### src/logic/far_pkg.sv
package far_pkg;
  // supply section indices
  localparam int unsigned SUP_COUNT = 5;
  localparam int unsigned SUP_UV = 0;
  localparam int unsigned SUP_OV = 1;
  localparam int unsigned SUP_BUCK_OC = 2;
  localparam int unsigned SUP_OC = 3;
  localparam int unsigned SUP_SPARE = 4;
  // other-fault section indices
  localparam int unsigned OTH_COUNT = 8;
  localparam int unsigned OTH_UV = 0;
  localparam int unsigned OTH_LOW_PUMP = 1;
  localparam int unsigned OTH_HIGH_PUMP = 2;
  localparam int unsigned OTH_OTS = 3;
  localparam int unsigned OTH_SHUNT = 4;
  localparam int unsigned OTH_ROTOR = 5;
  localparam int unsigned OTH_WDOG = 6;
  localparam int unsigned OTH_NVM = 7;
  // index width and idle marker
  localparam int unsigned IDX_W = 4;
  localparam logic [IDX_W-1:0] IDX_NONE = 4'hf;
  // shunt counting modes
  typedef enum logic [1:0] {
    FAR_OC_IMMEDIATE = 2'b00,
    FAR_OC_COUNT8 = 2'b01,
    FAR_OC_COUNT16 = 2'b10
  } far_oc_mode_type;
  // functional states seen by this block
  typedef enum logic [1:0] {
    FAR_ST_STANDBY = 2'b00,
    FAR_ST_ACTIVE = 2'b01,
    FAR_ST_LOGIC_STOP = 2'b10
  } far_state_type;
  // reset values
  localparam logic [SUP_COUNT-1:0] SUP_RESET = 5'h00;
  localparam logic [OTH_COUNT-1:0] OTH_RESET = 8'h00;
endpackage

### src/logic/far_arbiter.sv
`timescale 1ns/100ps
// Overview of operation
// - arbiter picks one fault by priority
// - serviced fault blocks section until cleared
// - supply section five faults, zero highest
// - other section first-come, ties lowest index
// - both sections ORed onto fault pin
// - non-latched: action stops, status held
// - status updated on every occurrence
// - status records malfunction event immediately
// - clear-all clears; latched also need release
// - counting-mode shunt latch needs clean period
// - immediate-mode shunt latch clears once gone
// - pump undervoltage shared priority, pulls gates
// - logic supply over-v/over-c only report
// - logic undervoltage top, waits chip-enable toggle
// - logic undervoltage moves active to stop
// - buck overcurrent blanked at pump start
// - shunt overcurrent truncates, latched with brake
// - rotor lock latched, ends on driver-enable toggle or release with clear
module far_arbiter
  import far_pkg::*;
(
  input wire logic clk,
  input wire logic reset,
  input wire logic [far_pkg::SUP_COUNT-1:0] supply_fault_in,
  input wire logic [far_pkg::OTH_COUNT-1:0] other_fault_in,
  input wire logic malfunction_event,
  input wire logic logic_supply_good,
  input wire logic pump_starting,
  input wire logic active_state,
  input wire logic standby_state,
  input wire logic chip_enable,
  input wire logic driver_enable,
  input wire logic shunt_brake_en,
  input wire far_pkg::far_oc_mode_type shunt_mode,
  input wire logic pwm_period_end,
  input wire logic clear_all_bit,
  input wire logic latch_release_reg,
  output logic fault_out_n,
  output logic gate_pull_low,
  output logic pwm_truncate,
  output logic [far_pkg::SUP_COUNT-1:0] supply_status,
  output logic [far_pkg::OTH_COUNT-1:0] functional_fault_status,
  output logic malfunction_status,
  output logic [far_pkg::IDX_W-1:0] supply_serviced,
  output logic [far_pkg::IDX_W-1:0] other_serviced,
  output far_pkg::far_state_type func_state
);
  import far_pkg::*;

  ////////////////////////////////////////////////////////////////////////
  // qualified inputs
  logic [SUP_COUNT-1:0] sup_q;
  logic [OTH_COUNT-1:0] oth_q;
  logic shunt_latched_cfg;
  logic chip_enable_d, driver_enable_d;
  logic ce_toggled, drv_toggled;
  logic clear_p, release_p, clear_all_d, release_d;
  logic shunt_seen, shunt_clean;
  logic uv_wait;
  far_state_type next_func_state;

  // buck overcurrent only after logic good and outside pump start
  assign sup_q = {supply_fault_in[SUP_SPARE], supply_fault_in[SUP_OC],
                  supply_fault_in[SUP_BUCK_OC] & logic_supply_good & ~pump_starting,
                  supply_fault_in[SUP_OV], supply_fault_in[SUP_UV]};
  // logic undervoltage also enters other section at index zero
  assign oth_q = {other_fault_in[OTH_COUNT-1:1], other_fault_in[OTH_UV] | supply_fault_in[SUP_UV]};
  assign shunt_latched_cfg = shunt_brake_en;
  assign ce_toggled = chip_enable & ~chip_enable_d & uv_wait;
  assign drv_toggled = driver_enable & ~driver_enable_d;

  // clear strobes become one-cycle pulses on their rising edge
  assign clear_p = clear_all_bit & ~clear_all_d;
  assign release_p = latch_release_reg & ~release_d;

  ////////////////////////////////////////////////////////////////////////
  // priority pick functions
  function automatic logic [IDX_W-1:0] pick_sup(input logic [SUP_COUNT-1:0] v);
    logic [IDX_W-1:0] r;
    r = IDX_NONE;
    for (int i = SUP_COUNT - 1; i >= 0; i--)
    begin
      if (v[i])
        r = IDX_W'(i);
    end
    return r;
  endfunction

  function automatic logic [IDX_W-1:0] pick_oth(input logic [OTH_COUNT-1:0] v);
    logic [IDX_W-1:0] r;
    r = IDX_NONE;
    for (int i = OTH_COUNT - 1; i >= 0; i--)
    begin
      if (v[i])
        r = IDX_W'(i);
    end
    // pump faults share one slot: report the low index
    if (r == IDX_W'(OTH_HIGH_PUMP))
      r = IDX_W'(OTH_LOW_PUMP);
    return r;
  endfunction

  wire [IDX_W-1:0] sup_pick = pick_sup(sup_q);
  wire [IDX_W-1:0] oth_pick = pick_oth(oth_q);

  ////////////////////////////////////////////////////////////////////////
  // latched-fault hold: true while the serviced fault cannot yet end
  logic oth_is_latched;
  logic oth_cond;
  logic oth_can_end;
  logic sup_can_end;
  logic sup_cond;
  logic shunt_clearable;

  assign shunt_clearable = (shunt_mode == FAR_OC_IMMEDIATE) ? ~other_fault_in[OTH_SHUNT]
                           : (shunt_clean | standby_state);
  assign oth_is_latched = (other_serviced == IDX_W'(OTH_OTS)) | (other_serviced == IDX_W'(OTH_ROTOR))
                        | (other_serviced == IDX_W'(OTH_NVM))
                        | ((other_serviced == IDX_W'(OTH_SHUNT)) & shunt_latched_cfg);
  assign oth_cond = (other_serviced == IDX_W'(OTH_LOW_PUMP)) ? (oth_q[OTH_LOW_PUMP] | oth_q[OTH_HIGH_PUMP])
                  : (other_serviced != IDX_NONE) & oth_q[other_serviced[2:0]];
  // latched faults end only by release pulse, rotor lock also by driver toggle
  assign oth_can_end = (other_serviced == IDX_W'(OTH_UV)) ? ce_toggled
                     : (other_serviced == IDX_W'(OTH_ROTOR)) ? (release_p & clear_p | drv_toggled)
                     : (other_serviced == IDX_W'(OTH_SHUNT) & shunt_latched_cfg) ? (release_p & shunt_clearable)
                     : oth_is_latched ? release_p
                     : clear_p & ~oth_cond;
  assign sup_cond = (supply_serviced != IDX_NONE) & sup_q[supply_serviced[2:0]];
  assign sup_can_end = (supply_serviced == IDX_W'(SUP_UV)) ? ce_toggled : clear_p & ~sup_cond;

  ////////////////////////////////////////////////////////////////////////
  // section arbitration: take one fault, hold until it ends
  always_ff @(posedge clk or posedge reset)
  begin
    if (reset)
    begin
      supply_serviced <= IDX_NONE;
      other_serviced <= IDX_NONE;
    end
    else
    begin
      if (supply_serviced == IDX_NONE)
        supply_serviced <= sup_pick;
      else if (sup_can_end)
        supply_serviced <= IDX_NONE;
      if (other_serviced == IDX_NONE)
        other_serviced <= oth_pick;
      else if (oth_can_end)
        other_serviced <= IDX_NONE;
    end
  end

  ////////////////////////////////////////////////////////////////////////
  // edge memories and shunt clean-period tracking
  always_ff @(posedge clk or posedge reset)
  begin
    if (reset)
    begin
      chip_enable_d <= 1'b1; // idle level: no false rise after reset
      driver_enable_d <= 1'b1; // idle level: no false rise after reset
      clear_all_d <= 1'b0;
      release_d <= 1'b0;
      shunt_seen <= 1'b0;
      shunt_clean <= 1'b0;
    end
    else
    begin
      chip_enable_d <= chip_enable;
      driver_enable_d <= driver_enable;
      clear_all_d <= clear_all_bit;
      release_d <= latch_release_reg;
      if (pwm_period_end)
      begin
        shunt_clean <= ~shunt_seen & ~other_fault_in[OTH_SHUNT];
        shunt_seen <= 1'b0;
      end
      else if (other_fault_in[OTH_SHUNT])
      begin
        shunt_seen <= 1'b1;
        shunt_clean <= 1'b0;
      end
    end
  end

  ////////////////////////////////////////////////////////////////////////
  // action decode for the serviced faults
  wire oth_active = other_serviced != IDX_NONE;
  wire oth_pulls = oth_active & (oth_is_latched | oth_cond) & (other_serviced != IDX_W'(OTH_WDOG));
  // logic stop pulls the gates even when both sections were already busy
  wire next_gate_pull = oth_pulls | (supply_serviced == IDX_W'(SUP_UV))
                      | (func_state == FAR_ST_LOGIC_STOP);
  wire next_fault_n = ~((supply_serviced != IDX_NONE) | oth_active);
  wire next_trunc = other_fault_in[OTH_SHUNT] & (other_serviced == IDX_W'(OTH_SHUNT));

  // functional state follows logic undervoltage
  always_comb
  begin
    next_func_state = func_state;
    unique case (func_state)
      FAR_ST_STANDBY:
        if (supply_fault_in[SUP_UV])
          next_func_state = FAR_ST_LOGIC_STOP;
        else if (active_state)
          next_func_state = FAR_ST_ACTIVE;
      FAR_ST_ACTIVE:
        if (supply_fault_in[SUP_UV])
          next_func_state = FAR_ST_LOGIC_STOP;
        else if (!active_state)
          next_func_state = FAR_ST_STANDBY;
      FAR_ST_LOGIC_STOP:
        if (ce_toggled)
          next_func_state = FAR_ST_STANDBY;
      default:
        next_func_state = FAR_ST_STANDBY;
    endcase
  end

  ////////////////////////////////////////////////////////////////////////
  // registered outputs and status; set wins over clear
  always_ff @(posedge clk or posedge reset)
  begin
    if (reset)
    begin
      fault_out_n <= 1'b1;
      gate_pull_low <= 1'b0;
      pwm_truncate <= 1'b0;
      supply_status <= SUP_RESET;
      functional_fault_status <= OTH_RESET;
      malfunction_status <= 1'b0;
      func_state <= FAR_ST_STANDBY;
      uv_wait <= 1'b0;
    end
    else
    begin
      fault_out_n <= next_fault_n;
      gate_pull_low <= next_gate_pull;
      pwm_truncate <= next_trunc;
      supply_status <= (clear_p ? SUP_RESET : supply_status) | sup_q;
      functional_fault_status <= (clear_p ? OTH_RESET : functional_fault_status) | oth_q;
      malfunction_status <= (~clear_p & malfunction_status) | malfunction_event;
      func_state <= next_func_state;
      uv_wait <= supply_fault_in[SUP_UV] | (uv_wait & ~(chip_enable & ~chip_enable_d));
    end
  end

  ////////////////////////////////////////////////////////////////////////
  // checks
  property p_pick_low;
    @(posedge clk) disable iff (reset)
      (other_serviced == IDX_NONE && oth_q[0]) |=> other_serviced == IDX_W'(0);
  endproperty
  a_pick_low: assert property (p_pick_low) else $error("index zero not taken");

  property p_hold;
    @(posedge clk) disable iff (reset)
      (other_serviced != IDX_NONE && !oth_can_end) |=> $stable(other_serviced);
  endproperty
  a_hold: assert property (p_hold) else $error("section changed while busy");

  property p_sup_prio;
    @(posedge clk) disable iff (reset)
      (supply_serviced == IDX_NONE && sup_q[0] && sup_q[3]) |=> supply_serviced == IDX_W'(0);
  endproperty
  a_sup_prio: assert property (p_sup_prio) else $error("supply priority wrong");

  property p_pin;
    @(posedge clk) disable iff (reset)
      (supply_serviced != IDX_NONE || other_serviced != IDX_NONE) |=> !fault_out_n;
  endproperty
  a_pin: assert property (p_pin) else $error("fault pin not asserted");

  property p_status;
    @(posedge clk) disable iff (reset)
      supply_fault_in[SUP_OV] |=> supply_status[SUP_OV];
  endproperty
  a_status: assert property (p_status) else $error("status missed event");

  property p_malf;
    @(posedge clk) disable iff (reset)
      malfunction_event |=> malfunction_status;
  endproperty
  a_malf: assert property (p_malf) else $error("malfunction not recorded");

  property p_latched_stays;
    @(posedge clk) disable iff (reset)
      (other_serviced == IDX_W'(OTH_OTS) && !release_p) |=> other_serviced == IDX_W'(OTH_OTS);
  endproperty
  a_latched_stays: assert property (p_latched_stays) else $error("latched fault ended");

  property p_uv_stop;
    @(posedge clk) disable iff (reset)
      (func_state == FAR_ST_ACTIVE && supply_fault_in[SUP_UV]) |=> func_state == FAR_ST_LOGIC_STOP ##1 gate_pull_low;
  endproperty
  a_uv_stop: assert property (p_uv_stop) else $error("undervoltage not handled");

  property p_ov_no_pull;
    @(posedge clk) disable iff (reset)
      (supply_serviced == IDX_W'(SUP_OV) && other_serviced == IDX_NONE && func_state != FAR_ST_LOGIC_STOP)
      |=> !gate_pull_low;
  endproperty
  a_ov_no_pull: assert property (p_ov_no_pull) else $error("report-only fault acted");
endmodule // far_arbiter

### config.mk
export PLATFORM = sky130hd
export DESIGN_NAME = far_arbiter
export DESIGN_NICKNAME = d
export VERILOG_FILES = /design/src/logic/far_pkg.sv /design/src/logic/far_arbiter.sv
export SDC_FILE = /design/constraint.sdc
export NUM_CORES = 1
export LEC_CHECK = 0
export BUFFER_PORTS_ARGS = -buffer_cell sky130_fd_sc_hd__buf_2
export CAP_MARGIN = 15
export CORE_MARGIN = 8
export CORE_UTILIZATION = 44
export DETAILED_ROUTE_END_ITERATION = 8
export PLACE_DENSITY = 0.74
export SYNTH_ARGS = -nofsm -noshare
export SYNTH_HDL_FRONTEND = slang
export SYNTH_SLANG_ARGS = --single-unit
### constraint.sdc
create_clock -name clk -period 3.45 [get_ports clk]
set_input_delay 0.69 -clock clk [delete_from_list [all_inputs] [get_ports clk]]
set_output_delay 0.69 -clock clk [all_outputs]
set_load 0.05 [all_outputs]
==> impl_metrics.csv <==
group,metric,value,unit
clock_tree,cts.htree.levels,2,
clock_tree,postCtsSetupBuffers,0,
layout,fillers,330,
synth,synthDistinctLibCells,46,
sta,finalCriticalPeriod,2130,ps
synth,yosysMostFrequentCell,"dfrtp_1",
floorplanning,die_w,77.0,um
grt,antenna_found_initial,0,
status,status,"complete, no violations",
place,hpwl,3.23,mm
sta,slew_viol_final,0,
grt,grt-ovfl-total,0,
sta,finalCritPeriodShare,61.7,%
synth,yosys_warnings,0,
power,power.leakage,0.920,nW
routing,detail_route.wirelength,4.22,mm
floorplanning,die_area,5930,um^2
layout,fin_nets,242,
synth,yosysTopAreaCell,"dfrtp_1",
sta,worst_pin_slew,637,ps
power,seqPwrFrac,39.8,%
sta,fmax,470,MHz
setup_path,slowest_stage,"dfstp_2",
clock_tree,clock-sinks,34,
routing,viasPerCell,5.67,
synth,syn_area_per_cell,10.3,um^2
routing,vias,1491,
synth,synthCells,159,
floorplanning,die_y,77.0,um
clock_tree,cts-root-buf,"clkbuf_8",
clock_tree,clk_path_buf_depth,2,
layout,multi_input_area,698,um^2
sta,fin_setup_tns,0,ps
grt,grt_start_max_net_pins,35,
floorplanning,core_area,3610,um^2
floorplanning,pin_count,55,
setup_path,cp-endpoint,"other_serviced[1]",
sta,relSlewSlack,57.5,%
routing,ant_nets,0,
synth,syn-num-nets,187,
clock_tree,cts_hold_buf,0,
layout,drive_gt1_share,35.8,%
place,place_congestion,0.945,
power,max-vdd-ir-drop,0.565,mV
worst_hold_path,hold_path_class,"register to register",
floorplanning,fp-row-count,22,
clock_tree,post_cts_resized,0,
synth,synth_edf_count,0,
synth,yosysTopAreaCellShare,35.2,%
layout,n_antenna_cell,0,
clock_tree,clkSlewWorstSetupHoldPaths,70,ps
layout,final_area,2010,um^2
synth,ys_dominant_reg_cell,"dfrtp_1",
layout,area_delta_synth_final,23.1,%
grt,grt_pass1_wl,6.94,mm
setup_path,worstSetupStartpoint,"other_serviced[0]",
setup_path,path_cells,"mux2i_1, a21oi_1, a222oi_1, nand3_1, a311oi_1",
setup_path,max_stage_delay,710,ps
synth,async_flop_share,100,%
setup_path,critPathMaxFanout,13,
grt,grt_pass1_vias,1573,
setup_path,critPathLaunchType,"register",
floorplanning,start_util,45.4,%
setup_path,path_class,"register to register",
power,p_per_area,812,nW/um^2
synth,synthTopCellsByCount,"23 x dfrtp_1, 15 x nand2_1, 11 x a21o_1, 11 x dfstp_2, 11 x nor2_1",
synth,ys_top_cells_by_area,"dfrtp_1 35%, dfstp_2 18%, a21o_1 5.0%",
setup_path,end_kind,"register",
sta,hold_violations,0,
sta,skew,5.33,ps
setup_path,worst-r2r-setup-slack,1320,ps
routing,wl_per_cell,16.0,um
routing,drt_iter0_drc,155,
power,net-switching-power,739,uW
setup_path,crit_arrival,2310,ps
synth,synth-seq-area-share,52.8,%
power,total_power,1.64,mW
layout,regArea,865,um^2
synth,ys_seq_elements,34,
grt,grtUsageTotal,14.2,%
sta,finalSetupViolCount,0,
power,switching_share,45.2,%
synth,mappedNetlistArea,1640,um^2
clock_tree,tritoncts,"done",
layout,final_cells,263,
job,maxCapViolations,0,
worst_hold_path,whs_path_depth,1,
sta,rsz0062_at_grt,"no",
setup_path,required,3630,ps
place,numPlacedInstances,255,
clock_tree,clk_latency,280,ps
power,pwr-share-comb,43.3,%
place,portBuffers,54,
routing,drt-pass1-iter-count,5,
power,clockPowerShare,16.9,%
setup_path,regToRegEndpoint,"other_serviced[1]",
routing,drc,0,
place,post_dp_cell_area,1930,um^2
setup_path,reg2reg_from,"other_serviced[0]",
setup_path,reg2reg_depth,5,
clock_tree,cts_buffers,5,
power,intPower,896,uW
==> metal layers <==
metal,part of all wire (%),wire length (um),vias up,track usage (%)
met1,41,1740,744,14.6
li1,-,-,686,-
met4,1.1,46,0,4.34
met5,0,0,-,0
met2,50,2100,55,25.1
met3,7.9,334,6,6.41
==> sequential cells by signal, summed over array words and instances, names as in the netlist, 2 cells and up <==
register	flops
other_serviced	4
func_state	2
functional_fault_status	8
supply_serviced	4
supply_status	5
==> worst max-delay path: cells and delay by family (launching register included) <==
| family | cells | cell delay (ps) |
|---|---|---|
| simple gates | 1 | 160 |
| compound gates | 3 | 940 |
| flops | 1 | 710 |
| mux | 1 | 220 |
==> layout make-up <==
| class | instances | share of cell area [%] |
|---|---|---|
| multi-input cells | 109 | 34.7 |
| clock buffers | 8 | 3.98 |
| well taps | 48 | 2.98 |
| inverters | 9 | 1.68 |
| flip-flops and latches | 34 | 42.9 |
| repair buffers | 55 | 13.8 |
==> power by group through the flow <==
| stage | Sequential (mW) | Combinational, mW | Clock [mW] |
|---|---|---|---|
| after floorplan | 0.836 | 0.367 | 0 |
| after global placement | 0.651 | 0.696 | 0 |
| after detailed placement | 0.653 | 0.706 | 0 |
| after CTS | 0.647 | 0.708 | 0.285 |
| after global routing | 0.663 | 0.759 | 0.300 |
| final | 0.650 | 0.709 | 0.276 |
==> metrics by stage <==
stage	utilization (%)	hold slack, ps	setup slack (ps)
6_report	55.9	465	1320
5_1_grt	55.9	489	1190
3_3_place_gp	53.6	446	1250
2_1_floorplan	-	429	1380
4_1_cts	55.9	464	1350
3_5_place_dp	53.6	451	1170
==> kinds of logic (layout without fill, tap and decap cells) <==
kind of cell	Yosys count	count (layout)	synth area share (%)
XOR/XNOR	1	1	0.535
multiplexers	4	4	2.52
buffers and inverters	16	72	4.51
flip-flops	34	34	52.8
AND/OR/NAND/NOR	58	58	19.3
AO/OA/AOI/OAI	46	46	20.3
==> how the worst min path moves through the flow <==
stage	startpoint	end	slack [ps]
floorplan	shunt_seen	shunt_clean	430
global placement	shunt_seen	shunt_clean	450
detailed placement	shunt_seen	shunt_clean	450
CTS	shunt_seen	shunt_clean	460
global route	functional_fault_status[5]	functional_fault_status[5]	490
finish	shunt_seen	shunt_clean	470
==> cells in the final DEF, fill, tap and decap left out, types with 2 or more instances in the layout <==
cell type	Yosys	routed
a211oi_1	2	2
a21o_1	11	11
a21oi_1	7	7
a311oi_1	4	4
a31oi_1	2	2
and2_1	2	2
and3_1	2	2
buf_2	1	54
clkbuf_1	3	3
clkbuf_8	0	5
dfrtp_1	23	23
dfstp_2	11	11
inv_1	9	9
mux2i_1	3	3
nand2_1	15	15
nand2b_1	3	3
nand3_1	4	4
nor2_1	11	11
nor2b_1	5	5
nor3_1	4	4
nor4_1	2	2
o21ai_0	7	7
o22ai_1	2	2
o32a_1	3	3
Power figures use the tool's default switching activity.
